===== src/include/ctp_defines.svh =====
// register offsets, field positions, reset values and codes of the cascaded timer
`ifndef CTP_DEFINES_SVH
`define CTP_DEFINES_SVH
// register word indices (byte address = 4 * index)
`define CTP_IDX_LOWER_CTL   3'h0
`define CTP_IDX_UPPER_CTL   3'h1
`define CTP_IDX_PER_LOW     3'h2
`define CTP_IDX_PER_HIGH    3'h3
`define CTP_IDX_DUTY_LOW    3'h4
`define CTP_IDX_DUTY_HIGH   3'h5
`define CTP_IDX_INT_EN      3'h6
`define CTP_IDX_COUNT       3'h7
// upper_timer_control fields
`define CTP_UC_INIT_BIT     7
`define CTP_UC_RUN_BIT      3
`define CTP_UC_MODE_HI      2
// lower_timer_control fields
`define CTP_LC_SRC_HI       6
`define CTP_LC_SRC_LO       4
`define CTP_LC_MODE_HI      2
// upper_int_enable_reg fields
`define CTP_IE_PERIOD_BIT   4
`define CTP_IE_MASTER_BIT   0
// mode codes
`define CTP_LMODE_CASCADE   3'h3
`define CTP_MODE_TIMER16    3'h4
`define CTP_MODE_PWM16      3'h6
`define CTP_MODE_PPG16      3'h7
// source clock codes
`define CTP_SRC_SLOWEST     3'h0
`define CTP_SRC_LF          3'h4
`define CTP_SRC_EXT         3'h7
// tick input bit positions
`define CTP_TK_HF_D2048     0
`define CTP_TK_LF_D8        1
`define CTP_TK_HF_D128      2
`define CTP_TK_HF_D32       3
`define CTP_TK_HF_D8        4
`define CTP_TK_LF           5
`define CTP_TK_HF_D2        6
`define CTP_TK_HF           7
// reset values, counter maximum and count step
`define CTP_RST_BYTE        8'h00
`define CTP_RST_WORD        16'h0000
`define CTP_CNT_MAX         16'hFFFF
`define CTP_WR_BYTES        16'h0001
`endif


===== src/include/ctp_pkg.sv =====
// types of the cascaded timer
package ctp_pkg;
   typedef enum logic [2:0] {
      CTP_BUS_IDLE  = 3'b001,
      CTP_BUS_WRITE = 3'b010,
      CTP_BUS_READ  = 3'b100
   } ctp_bus_t;

   typedef struct packed {
      ctp_bus_t    bus;
      logic [2:0]  addr;
      logic        mapped;
      logic [31:0] hrdata;
      logic        hreadyout;
      logic        hresp;
      logic [7:0]  lctl;
      logic [7:0]  uctl;
      logic [15:0] per;
      logic [15:0] duty_pend;
      logic [15:0] duty_act;
      logic [7:0]  ie;
      logic [15:0] cnt;
      logic        ff;
      logic        pwm_pin;
      logic        ppg_pin;
      logic        irq;
      logic [1:0]  hist;
      logic        ext_lvl;
   } ctp_state_t;
endpackage


===== src/ctp_timer.sv =====
// cascaded 16-bit timer with interval, pwm and pulse-generator modes behind ahb-lite
// Notes on behaviour
// - two byte timers form one 16-bit up-counter on the chosen source tick
// - timer mode: period match raises interrupt, clears counter, counting continues
// - timer mode period compare has no shadow, takes effect at once
// - timer mode offers four slowest sources, first one low-freq when option or slow
// - pwm: duty match toggles flop; overflow toggles, clears, raises interrupt
// - pwm pin always drives the inverse of the output flop
// - flop loads its initial level from control bit, reset clears it
// - pwm duty written while running waits in shadow until period interrupt
// - pwm duty read returns the active value until the transfer
// - stopped flop holds; initial bit loads only on a write while stopped
// - pwm mode adds low-freq, half high-freq and high-freq sources
// - pulse-gen: duty match toggles, period match toggles, clears, interrupts
// - pulse-gen duty and period compares are unbuffered
// - external count input needs each level held two cycles
// - interrupt only when period enable bit 4 and master enable are set
//
// Design decisions made here: the register offsets and the AHB-Lite interface to the registers.
`include "ctp_defines.svh"
`timescale 1ns/1ps
`default_nettype none
module ctp_timer (
   // clock and reset
   input  wire logic                 hclk,
   input  wire logic                 hresetn,
   // ahb-lite slave
   input  wire logic                 hsel,
   input  wire logic [31:0]          haddr,
   input  wire logic [1:0]           htrans,
   input  wire logic                 hwrite,
   input  wire logic [2:0]           hsize,
   input  wire logic [31:0]          hwdata,
   input  wire logic                 hready,
   output logic                      hreadyout,
   output logic [31:0]               hrdata,
   output logic                      hresp,
   // prescaler ticks and run conditions
   input  wire logic [7:0]           source_ticks,
   input  wire logic                 divider_clock_option,
   input  wire logic                 slow_run_modes,
   input  wire logic                 count_input_pin,
   // outputs
   output logic                      pwm_output_pin,
   output logic                      pulse_gen_output_pin,
   output logic                      period_interrupt
);
   import ctp_pkg::*;

   ctp_state_t st;
   ctp_state_t next_st;
   logic       tick;
   logic       step;
   logic       evt;
   logic       ext_tick;
   logic [15:0] cnt_inc;
   logic [2:0] mode;
   logic       run;
   logic       ctl_wr;

   // pick the counting tick for the selected source and mode
   function automatic logic pick_tick(input logic [2:0] src, input logic [2:0] md,
                                      input logic [7:0] tk, input logic slow,
                                      input logic dvk, input logic ext);
      logic t;
      t = 1'b0;
      case (src)
         3'h0: t = (dvk || slow) ? tk[`CTP_TK_LF_D8] : tk[`CTP_TK_HF_D2048];
         3'h1: t = !slow && tk[`CTP_TK_HF_D128];
         3'h2: t = !slow && tk[`CTP_TK_HF_D32];
         3'h3: t = !slow && tk[`CTP_TK_HF_D8];
         3'h4: t = (md == `CTP_MODE_PWM16) && tk[`CTP_TK_LF];
         3'h5: t = (md == `CTP_MODE_PWM16) && !slow && tk[`CTP_TK_HF_D2];
         3'h6: t = (md == `CTP_MODE_PWM16) && !slow && tk[`CTP_TK_HF];
         3'h7: t = ext;
         default: t = 1'b0;
      endcase
      return t;
   endfunction

   // a field is a whole-byte register read back in the low lane
   function automatic logic [31:0] byte_word(input logic [7:0] b);
      return {24'h000000, b};
   endfunction

   assign mode = st.uctl[`CTP_UC_MODE_HI:0];
   assign run  = st.uctl[`CTP_UC_RUN_BIT];
   assign ctl_wr = (st.bus == CTP_BUS_WRITE) && st.mapped && (st.addr == `CTP_IDX_UPPER_CTL);
   // external pulse counts only after both levels were seen for two cycles
   assign ext_tick = st.ext_lvl && (st.hist == 2'b00);
   assign tick = pick_tick(st.lctl[`CTP_LC_SRC_HI:`CTP_LC_SRC_LO], mode, source_ticks,
                           slow_run_modes, divider_clock_option, ext_tick);
   // counting only in the three cascaded modes with the lower byte joined
   assign step = run && tick && (st.lctl[`CTP_LC_MODE_HI:0] == `CTP_LMODE_CASCADE)
                 && (mode == `CTP_MODE_TIMER16 || mode == `CTP_MODE_PWM16
                     || mode == `CTP_MODE_PPG16);
   assign cnt_inc = st.cnt + `CTP_WR_BYTES;

   // one combinational pass builds the next state
   always_comb begin
      next_st = st;
      evt     = 1'b0;
      // bus: writes are zero-wait, reads insert one wait so hrdata comes from a flop
      next_st.bus = CTP_BUS_IDLE;
      if (st.bus == CTP_BUS_READ) begin
         next_st.hreadyout = 1'b1;
         next_st.hrdata    = 32'h00000000;
         if (st.mapped) begin
            case (st.addr)
               `CTP_IDX_LOWER_CTL: next_st.hrdata = byte_word(st.lctl);
               `CTP_IDX_UPPER_CTL: next_st.hrdata = byte_word(st.uctl);
               `CTP_IDX_PER_LOW:   next_st.hrdata = byte_word(st.per[7:0]);
               `CTP_IDX_PER_HIGH:  next_st.hrdata = byte_word(st.per[15:8]);
               `CTP_IDX_DUTY_LOW:  next_st.hrdata = byte_word(st.duty_act[7:0]);
               `CTP_IDX_DUTY_HIGH: next_st.hrdata = byte_word(st.duty_act[15:8]);
               `CTP_IDX_INT_EN:    next_st.hrdata = byte_word(st.ie);
               `CTP_IDX_COUNT:     next_st.hrdata = {16'h0000, st.cnt};
               default:            next_st.hrdata = 32'h00000000;
            endcase
         end
      end
      if (hsel && htrans[1] && hready) begin
         next_st.addr   = haddr[4:2];
         next_st.mapped = (haddr[31:5] == 27'h0000000) && (haddr[1:0] == 2'b00);
         if (hwrite) begin
            next_st.bus = CTP_BUS_WRITE;
         end else begin
            next_st.bus       = CTP_BUS_READ;
            next_st.hreadyout = 1'b0;
         end
      end
      next_st.hresp = 1'b0;

      // external input level filter
      next_st.hist = {st.hist[0], count_input_pin};
      if (st.hist == 2'b11) begin
         next_st.ext_lvl = 1'b1;
      end else if (st.hist == 2'b00) begin
         next_st.ext_lvl = 1'b0;
      end

      // counting and compare; a halted counter keeps value and flop
      if (step) begin
         next_st.cnt = cnt_inc;
         case (mode)
            `CTP_MODE_TIMER16: begin
               if (cnt_inc == st.per) begin
                  next_st.cnt = `CTP_RST_WORD;
                  evt = 1'b1;
               end
            end
            `CTP_MODE_PWM16: begin
               if (st.cnt == `CTP_CNT_MAX) begin
                  next_st.ff  = !st.ff;
                  next_st.cnt = `CTP_RST_WORD;
                  evt = 1'b1;
               end else if (cnt_inc == st.duty_act) begin
                  next_st.ff = !st.ff;
               end
            end
            `CTP_MODE_PPG16: begin
               if (cnt_inc == st.per) begin
                  next_st.ff  = !st.ff;
                  next_st.cnt = `CTP_RST_WORD;
                  evt = 1'b1;
               end else if (cnt_inc == st.duty_act) begin
                  next_st.ff = !st.ff;
               end
            end
            default: next_st.cnt = st.cnt;
         endcase
      end

      // register writes land in the data phase, byte in the low lane
      if (st.bus == CTP_BUS_WRITE && st.mapped) begin
         case (st.addr)
            `CTP_IDX_LOWER_CTL: next_st.lctl = hwdata[7:0];
            `CTP_IDX_UPPER_CTL: begin
               next_st.uctl = hwdata[7:0];
               // only a write made while stopped loads the flop, so stopping keeps the pin
               if (!run) begin
                  next_st.ff = hwdata[`CTP_UC_INIT_BIT];
               end
               if (!run && hwdata[`CTP_UC_RUN_BIT]) begin
                  next_st.cnt = `CTP_RST_WORD;
               end
            end
            `CTP_IDX_PER_LOW:   next_st.per[7:0]        = hwdata[7:0];
            `CTP_IDX_PER_HIGH:  next_st.per[15:8]       = hwdata[7:0];
            `CTP_IDX_DUTY_LOW:  next_st.duty_pend[7:0]  = hwdata[7:0];
            `CTP_IDX_DUTY_HIGH: next_st.duty_pend[15:8] = hwdata[7:0];
            `CTP_IDX_INT_EN:    next_st.ie              = hwdata[7:0];
            default:            next_st.ie              = st.ie;
         endcase
      end

      // duty shadow: held while pwm runs, moved at the period event;
      // a write in the event cycle is not taken, the older pending value moves
      if (mode == `CTP_MODE_PWM16 && run) begin
         if (evt) begin
            next_st.duty_act = st.duty_pend;
         end
      end else begin
         next_st.duty_act = next_st.duty_pend;
      end

      next_st.irq = evt && st.ie[`CTP_IE_PERIOD_BIT] && st.ie[`CTP_IE_MASTER_BIT];
      next_st.pwm_pin = !next_st.ff;
      next_st.ppg_pin = !next_st.ff;
   end

   // state register; every field takes a constant at reset
   always_ff @(posedge hclk or negedge hresetn) begin
      if (!hresetn) begin
         st <= '{bus: CTP_BUS_IDLE, addr: 3'h0, mapped: 1'b0, hrdata: 32'h00000000,
                 hreadyout: 1'b1, hresp: 1'b0, lctl: `CTP_RST_BYTE, uctl: `CTP_RST_BYTE,
                 per: `CTP_RST_WORD, duty_pend: `CTP_RST_WORD, duty_act: `CTP_RST_WORD,
                 ie: `CTP_RST_BYTE, cnt: `CTP_RST_WORD, ff: 1'b0, pwm_pin: 1'b1,
                 ppg_pin: 1'b1, irq: 1'b0, hist: 2'b00, ext_lvl: 1'b0};
      end else begin
         st <= next_st;
      end
   end

   // outputs come straight from state flops
   assign hreadyout            = st.hreadyout;
   assign hrdata               = st.hrdata;
   assign hresp                = st.hresp;
   assign pwm_output_pin       = st.pwm_pin;
   assign pulse_gen_output_pin = st.ppg_pin;
   assign period_interrupt     = st.irq;
endmodule
`default_nettype wire


===== config.mk =====
export PLATFORM = sky130hd
export DESIGN_NAME = ctp_timer
export DESIGN_NICKNAME = d
export VERILOG_FILES = /design/src/include/ctp_pkg.sv /design/src/ctp_timer.sv
export VERILOG_INCLUDE_DIRS = /design/src /design/src/include
export SDC_FILE = /design/constraint.sdc
export NUM_CORES = 1
export LEC_CHECK = 0
export BUFFER_PORTS_ARGS = -buffer_cell sky130_fd_sc_hd__buf_4
export CAP_MARGIN = 25
export CORE_MARGIN = 2
export CORE_UTILIZATION = 45
export CTS_CLUSTER_SIZE = 14
export DETAILED_ROUTE_END_ITERATION = 12
export GPL_TIMING_DRIVEN = 0
export HOLD_SLACK_MARGIN = 0.03
export PLACE_DENSITY = 0.78
export REMOVE_ABC_BUFFERS = 1
export SLEW_MARGIN = 25
export SYNTH_ARGS = -nofsm -noshare
export SYNTH_HDL_FRONTEND = slang
export SYNTH_SLANG_ARGS = --single-unit

===== constraint.sdc =====
create_clock -name hclk -period 3.3 [get_ports hclk]
set_clock_uncertainty 0.05 [all_clocks]
set_input_delay 0.66 -clock hclk [delete_from_list [all_inputs] [get_ports hclk]]
set_output_delay 0.66 -clock hclk [all_outputs]
set_load 0.005 [all_outputs]

# Yosys cells after proc, flatten, opt, wreduce, memory -nomap -nowiden
# Cells that the tools add are included.
[classes]
eq_ne = 25
n_mux = 32
n_reduce_logical = 38
addsub = 1
[op_table]
columns = ["cell", "count"]
rows = [
  ["32-bit one-hot mux with 8 select lines", 1],
  ["16-bit 2-to-1 mux", 6],
  ["17-bit 2-to-1 mux", 3],
  ["3-bit == test, second input constant", 12],
  ["16-bit == test", 2],
  ["32-bit 2-to-1 mux", 1],
  ["16-bit one-hot mux with 2 select lines", 1],
  ["27-bit zero test", 1],
  ["1-bit logical AND", 19],
  ["3-bit by 2-bit == test with 1-bit output, second input constant", 6],
  ["16-bit by 1-bit adder with 16-bit output, second input constant", 1],
  ["16-bit == test, second input constant", 1],
  ["8-bit 2-to-1 mux", 2],
  ["1-bit 2-to-1 mux", 13],
  ["2-bit AND reduction", 5],
  ["1-bit one-hot mux with 8 select lines", 1],
  ["7-bit 2-to-1 mux", 1],
  ["3-bit by 1-bit == test with 1-bit output, second input constant", 2],
  ["3-bit zero test", 2],
  ["1-bit zero test", 4],
  ["2-bit zero test", 2],
  ["1-bit one-hot mux with 2 select lines", 2],
  ["1-bit logical OR", 3],
  ["3-bit 2-to-1 mux", 1],
  ["4 further kinds", 4],
]
[word_totals]
register_bits = 134
out_inout_bits = 37
elab_cells = 114
input_bits = 85

# Longest topological paths before layout
# Gate-level depths: netlist (run 1).
[depth]
depth_word = 12
mapped_depth = 11
depth_no_buf = 9

# Worst setup path after synthesis (run 1)
# Ideal clock, no wire load.
[synth_path]
kind = "input -> register"
startpoint = "in slow_run_modes"
endpoint = "reg st[37] in the netlist's numbering"
setup_time_ns = 0.137
cell_stages = 9
path_slack_ns = 0.542
t_required_ns = 3.113
arrival_time_ns = 2.571
path_buffers = 1
path_cell_list = "nand3b_1 -> a21oi_1 -> o21ai_0 -> nand3_1 -> nor4b_1 -> nand2_2 -> buf_2 -> mux2i_1 -> a21oi_1"
[synth_between]
elab_chain_cells = 9
word_cells_on_any_way = 15
cone_classes = "eq/ne (1); mux (3); reduce/logical (11)"
[synth_rtl]
columns = ["element", "line", "source"]
rows = [
  ["start, declared", "ctp_timer.sv:41", "input wire logic slow_run_modes,"],
  ["1-bit zero test", "n/a", ""],
  ["1-bit logical AND", "ctp_timer.sv:73, ctp_timer.sv:74", ""],
  ["1-bit logical AND (on tied branches)", "ctp_timer.sv:74, ctp_timer.sv:73", ""],
  ["1-bit one-hot mux with 8 select lines *", "ctp_timer.sv:67", "case (src)"],
  ["1-bit logical AND * (3 in series)", "ctp_timer.sv:94", "assign step = run && tick && (st.lctl[`CTP_LC_MODE_HI:0] == `CTP_LMODE_CASCADE)"],
  ["1-bit 2-to-1 mux *", "ctp_timer.sv:143", "if (step) begin"],
  ["2-bit inequality test (no line) *", "n/a", ""],
  ["end signal, assigned", "ctp_timer.sv:215", "st <= '{bus: CTP_BUS_IDLE, addr: 3'h0, mapped: 1'b0, hrdata: 32'h00000000,"],
  ["end signal, assigned", "ctp_timer.sv:221", "st <= next_st;"],
  ["end, declared", "ctp_timer.sv:50", "ctp_state_t st;"],
]
# Mark *: on every way between the ends. The rest lies on a longest branch, timed or not.
# A chain may end at the register's enable or synchronous reset.

==> results.json, run 1 <==
{
  "avgSynthCellArea_sq_um": 10.3,
  "cts_tree": "done",
  "yosys.area.top_type": "dfrtp_1",
  "hpwlAfterDp_um": 11500,
  "die_width_um": 126,
  "end_kind": "flop",
  "syn_to_final_growth_pct": 16.4,
  "synth_most_common_cell": "dfrtp_1",
  "period_minus_slack_ns": 3.15,
  "fin_nets": 784,
  "place_ws_ns": -0.481,
  "antenna_found_initial": 0,
  "vdd_drop_max_v": 0.000420,
  "synth_cell_types": 65,
  "drv_cap": 0,
  "setup_violations": 0,
  "netlist_area_sq_mm": 0.00674,
  "synth_area_leaders": "dfrtp_1, mux2_2, xnor2_1, buf_4, mux2i_1",
  "cts_sinks": 118,
  "slew_viol_final": 0,
  "rsz0062_at_grt": "false",
  "start_util_pct": 46.2,
  "synthCells": 653,
  "dr_total_vias": 4989,
  "grt_overflow": 0,
  "cp_num_buf_inv": 1,
  "start_kind": "flop",
  "ios": 122,
  "crit_family": "simple AND/OR/NAND/NOR gates",
  "viasPerCell": 5.59,
  "wire_per_inst_um": 18.1,
  "required_ns": 3.56,
  "hold_buffers": 0,
  "fill_cells": 1226,
  "clk_pin_slew_worst_paths_ns": 0.06,
  "clock_tree.root_cell": "clkbuf_16",
  "drtIter0Drc": 321,
  "setup_slack_ns": 0.148,
  "critPathKind": "reg -> reg",
  "grt_start_max_net_pins": 64,
  "port_buffers": 76,
  "yosys.area.top_type_share_pct": 42.7,
  "critical_path.max_fanout": 10,
  "whs_ns": 0.169,
  "num_rows": 44,
  "tns_ns": 0,
  "synthTopCellsByCount": "dfrtp_1, mux2_2, nor2_1, nand2_1, xnor2_1",
  "gp_congestion": 0.963,
  "ys_seq_elements": 118,
  "insertion_delay_ns": 0.43,
  "die_h_um": 126,
  "yosysWarnings": 0,
  "power.density_mw_per_mm2": 473,
  "clk_path_buf_depth": 2,
  "dpl_cell_area_sq_mm": 0.00721,
  "crit_path_max_incr_delay_ns": 0.57,
  "seq_area_frac_synth_pct": 43.8,
  "cts_htree_levels": 4,
  "slew_headroom_pct": 29.6,
  "hp-class": "in -> async",
  "drc": 0,
  "track_usage_pct": 21.3,
  "final_cells": 893,
  "dr.pass1.iters": 5,
  "diodes": 0,
  "hold_viol": 0,
  "die_area_sq_mm": 0.0160,
  "p_leak_uw": 0.00351,
  "synth_edf_count": 0,
  "ant_nets": 0,
  "path_cells": "nand4_4 > or3_4 > or4b_1 > a31o_1 > a2111oi_4 > o22ai_2 > o21ai_4 > buf_4 > nor2_1",
  "status": "complete, no violations",
  "critPathArrivalTime_ns": 3.41,
  "period_share_pct": 95.5,
  "fp.coreArea_sq_mm": 0.0146,
  "slowest_stage": "dfrtp_1",
  "grt_pass1_wl_um": 26400,
  "max_freq_ghz": 0.317,
  "final_layout_size_suffix_gt1_share_pct": 29.3,
  "synthArstFlopShare_pct": 100,
  "design_area_sq_mm": 0.00785,
  "grt_pass1_vias": 5039,
  "placedCellCount": 859,
  "cts_buffers": 17,
  "tightest_slew_ns": 1.05,
  "routed_wl_um": 16200,
  "synth_top_flop_cell": "dfrtp_1"
}
==> worst reg2reg max path: cells and delay by family, from the launching register on <==
kind,cells,cell delay (ns)
compound gates,4,0.98
buf+inv,1,0.17
flops,1,0.57
simple gates,4,1.27
==> through the flow <==
| stage | utilization (%) | power [uW] |
|---|---|---|
| 3_3_place_gp | 49.1 | 1950 |
| 4_1_cts | 53.7 | 3730 |
| 6_report | 53.8 | 3710 |
| 5_1_grt | 53.8 | 3850 |
| 3_5_place_dp | 49.5 | 1960 |
| 2_1_floorplan | - | 1780 |
==> power breakdown <==
group          total [uW]  switching (uW)  internal, uW
Clock                1770             721          1050
Combinational         344             168           176
Sequential           1600             111          1490
==> path summary, 6_finish.rpt <==
path                            slack [ns]          to  cells after the start       startpoint
worst max-delay path                  0.15      st[10]                      9           st[13]
worst min-delay path                  0.17      st[86]                      1          hresetn
worst max register to register        0.15      st[10]                      9           st[13]
worst min register to register        0.35       st[2]                      0       next_st[2]
max in group asynchronous             2.32     st[133]                      2          hresetn
min in group hclk                     0.29  next_st[2]                      1  count_input_pin
==> what timing repair did <==
action / in CTS / in global routing
setup buffers: 2 / 0
gates cloned: 0 / 0
setup endpoints to repair: 18 / 16
endpoints found under the hold margin: 0 / 0
gates resized for setup: 5 / 4
pin swaps: 1 / 0
==> routing by layer <==
metal  up-vias  GRT usage [%]  part of all wire [%]
met5         -              0                     0
met4         0           9.89                   3.5
met3        37           5.90                   6.0
met2       177           33.9                    48
met1      2424           26.9                    43
li1       2351              -                     -
==> cell families after synthesis <==
group	after synthesis	synth area share [%]
AO/OA/AOI/OAI	99	9.94
AND/OR/NAND/NOR	194	14.6
flip-flops	118	43.8
adder cells (fa/ha/maj)	3	0.557
other	1	0.0556
XOR/XNOR	61	8.13
multiplexers	94	15.8
buffers and inverters	83	7.07
==> registers in the layout (all words and copies together) (netlist names) <==
name                  flops
next_st                   1
mode                      3
st                       94
period_interrupt          1
hreadyout                 1
hrdata                   16
run                       1
pulse_gen_output_pin      1
==> cells in the final DEF, fill, tap and decap left out, types with 18 or more instances in the layout <==
cell type,instances
dfrtp_1,112
buf_4,77
mux2_2,65
nor2_1,59
nand2_1,42
xnor2_1,40
a21oi_1,34
mux2i_1,26
xor2_1,20
o21ai_0,19
nand3_1,18
==> layout make-up <==
type / count / area (sq um) / share of cell area [%]
multi-input cells: 468 / 3430 / 43.6
clock inverters: 15 / 144 / 1.83
well taps: 184 / 230 / 2.93
clock buffers: 17 / 425 / 5.42
flip-flops and latches: 118 / 2960 / 37.7
repair buffers: 80 / 622 / 7.92
inverters: 11 / 41.3 / 0.526
Power figures use the tool's default switching activity.
==> run 2, diff against run 1 <==
--- a/config.mk
+++ b/config.mk
@@ -8,6 +8,7 @@
 export LEC_CHECK = 0
 export BUFFER_PORTS_ARGS = -buffer_cell sky130_fd_sc_hd__buf_4
 export CAP_MARGIN = 25
+export CORE_ASPECT_RATIO = 0.8
 export CORE_MARGIN = 2
 export CORE_UTILIZATION = 45
 export CTS_CLUSTER_SIZE = 14
==> run 2 against run 1 <==
  * First-iteration DRC count up 83%
  * Wire length rose by 7.5%
  * Clock power up 8%
  * Combinational power grew 2%
  * Sequential power about the same
  * Count of clock-buffer cells in the layout up 6
  * Highest routed layer unchanged
  * Via count grew 3.2%
==> results.json, run 2 (synthesis gave the netlist of run 1 again) <==
{
  "status": "complete, no violations",
  "layout_commonest_cell": "dfrtp_1",
  "fin_nets": 783,
  "critPathArrivalTime_ns": 3.42,
  "cts_buffers": 17,
  "p_seq_share_pct": 41.5,
  "viasPerCell": 5.77,
  "drv_cap": 0,
  "power.density_mw_per_mm2": 489,
  "switching_share_pct": 24.7,
  "dr.pass1.iters": 5,
  "grt_pass1_vias": 5032,
  "die_area_sq_mm": 0.0160,
  "critical_path.max_fanout": 12,
  "top_register": "st",
  "r2r-start": "st[11]",
  "clk_path_buf_depth": 2,
  "setup_violations": 0,
  "start_kind": "flop",
  "clk_pin_slew_worst_paths_ns": 0.06,
  "gp_congestion": 0.927,
  "hold_viol": 0,
  "critPathKind": "reg -> reg",
  "antenna_found_initial": 0,
  "dpl_cell_area_sq_mm": 0.00722,
  "die_h_um": 113,
  "required_ns": 3.56,
  "vdd_drop_max_v": 0.000368,
  "path_cells": "nand4_4 > or3_4 > or4b_1 > a31o_1 > a2111oi_4 > o22ai_2 > o21ai_4 > buf_12 > nor2_1",
  "final_cells": 892,
  "cts_sinks": 118,
  "critPathLaunch": "st[11]",
  "place_ws_ns": -0.633,
  "period_share_pct": 95.8,
  "cts_tree": "done",
  "power_switching_uw": 954,
  "hp-class": "in -> async",
  "clock_tree.root_cell": "clkbuf_16",
  "layout_common_cells": "dfrtp_1, buf_4, mux2_2",
  "rsz0062_at_grt": "false",
  "power_frac_comb_pct": 9.1,
  "period_minus_slack_ns": 3.16,
  "insertion_delay_ns": 0.42,
  "final_layout_size_suffix_gt1_share_pct": 29.4,
  "r2r-end": "st[18]",
  "slowest_stage": "dfrtp_2",
  "crit_path_max_incr_delay_ns": 0.57,
  "fp.coreArea_sq_mm": 0.0144,
  "grt_start_max_net_pins": 91,
  "dr_total_vias": 5149,
  "drc": 0,
  "reg2regPathDepth": 9,
  "die_width_um": 141,
  "syn_to_final_growth_pct": 17.1,
  "r2r_slack_ns": 0.14,
  "slew_viol_final": 0,
  "grt_pass1_wl_um": 27900,
  "end_kind": "flop",
  "grt_overflow": 0,
  "hpwlAfterDp_um": 12000,
  "setup_slack_ns": 0.139,
  "max_freq_ghz": 0.316,
  "crit_family": "simple AND/OR/NAND/NOR gates",
  "num_rows": 39,
  "p_leak_uw": 0.00353,
  "drtIter0Drc": 587,
  "port_buffers": 76,
  "placedCellCount": 859,
  "design_area_sq_mm": 0.00790,
  "crit_cells": 9,
  "endpoint": "st[18]",
  "wire_per_inst_um": 19.5,
  "power.internal_uw": 2910,
  "whs_ns": 0.0357,
  "largest_reg_flops": 94,
  "tns_ns": 0,
  "diodes": 0,
  "cp_num_buf_inv": 1,
  "cts_htree_levels": 4,
  "slew_headroom_pct": 36.5,
  "ant_nets": 0,
  "start_util_pct": 46.7,
  "clkPwrFrac_pct": 49.4,
  "ios": 122,
  "track_usage_pct": 22.7,
  "routed_wl_um": 17400,
  "tightest_slew_ns": 0.951
}
## run 2: cell count changes in the layout (fill, tap and decap cells not counted)
cell | previous run | this run
buf_12 | 0 | 1
buf_4 | 77 | 75
buf_6 | 1 | 0
buf_8 | 0 | 1
bufinv_16 | 1 | 3
clkbuf_1 | 0 | 3
clkbuf_8 | 0 | 3
clkinv_2 | 1 | 4
clkinv_4 | 3 | 0
clkinvlp_4 | 4 | 2
dfrtp_1 | 112 | 108
dfrtp_2 | 3 | 7
inv_6 | 6 | 0
## run 2: worst min path at each step
stage / depth (start not counted) / end
after floorplan: 0 / hrdata[0]
after global placement: 0 / st[2]
after detailed placement: 0 / st[2]
after CTS: 1 / st[41]
after global routing: 1 / st[41]
final: 1 / st[41]
## run 2: stage by stage
step,total power [uW],util [%]
2_1_floorplan,1780,-
3_3_place_gp,1950,49.6
3_5_place_dp,1960,50.0
4_1_cts,3870,54.4
5_1_grt,3990,54.7
6_report,3860,54.7
## run 2: area by class of cell
cell class | instances | area, sq um
inverter | 11 | 41.3
sequential | 118 | 2970
clock inverter | 9 | 125
fill | 1241 | 6550
tap | 184 | 230
timing repair buffer | 79 | 631
multi-input combinational | 468 | 3430
clock buffer | 23 | 478
## run 2: worst reg2reg max path: cells and delay by family (launching register included)
kind / cells / cell delay [ns]
buf+inv: 1 / 0.16
simple gates: 4 / 1.26
flops: 1 / 0.57
compound gates: 4 / 1.02
## run 2: timing repair
item / CTS / global route
cloned: 0 / 0
gates resized for setup: 7 / 5
hold buffers: 0 / 0
buffers inserted: 0 / 1
endpoints found under the setup margin: 19 / 13
pin swaps: 0 / 1
## run 2: layer usage
layer / wire (um) / vias up / global-route usage (%)
li1: - / 2353 / -
met1: 8150 / 2556 / 34.0
met2: 7750 / 214 / 33.3
met3: 1200 / 26 / 4.58
met4: 256 / 0 / 6.87
met5: 0 / - / 0
## run 2: power by group through the flow
| stage | Combinational [uW] | Sequential (uW) | Clock [uW] |
|---|---|---|---|
| final | 350 | 1600 | 1910 |
| after floorplan | 198 | 1590 | 0 |
| after global routing | 386 | 1610 | 1990 |
| after CTS | 350 | 1600 | 1920 |
| after detailed placement | 343 | 1620 | 0 |
| after global placement | 333 | 1620 | 0 |
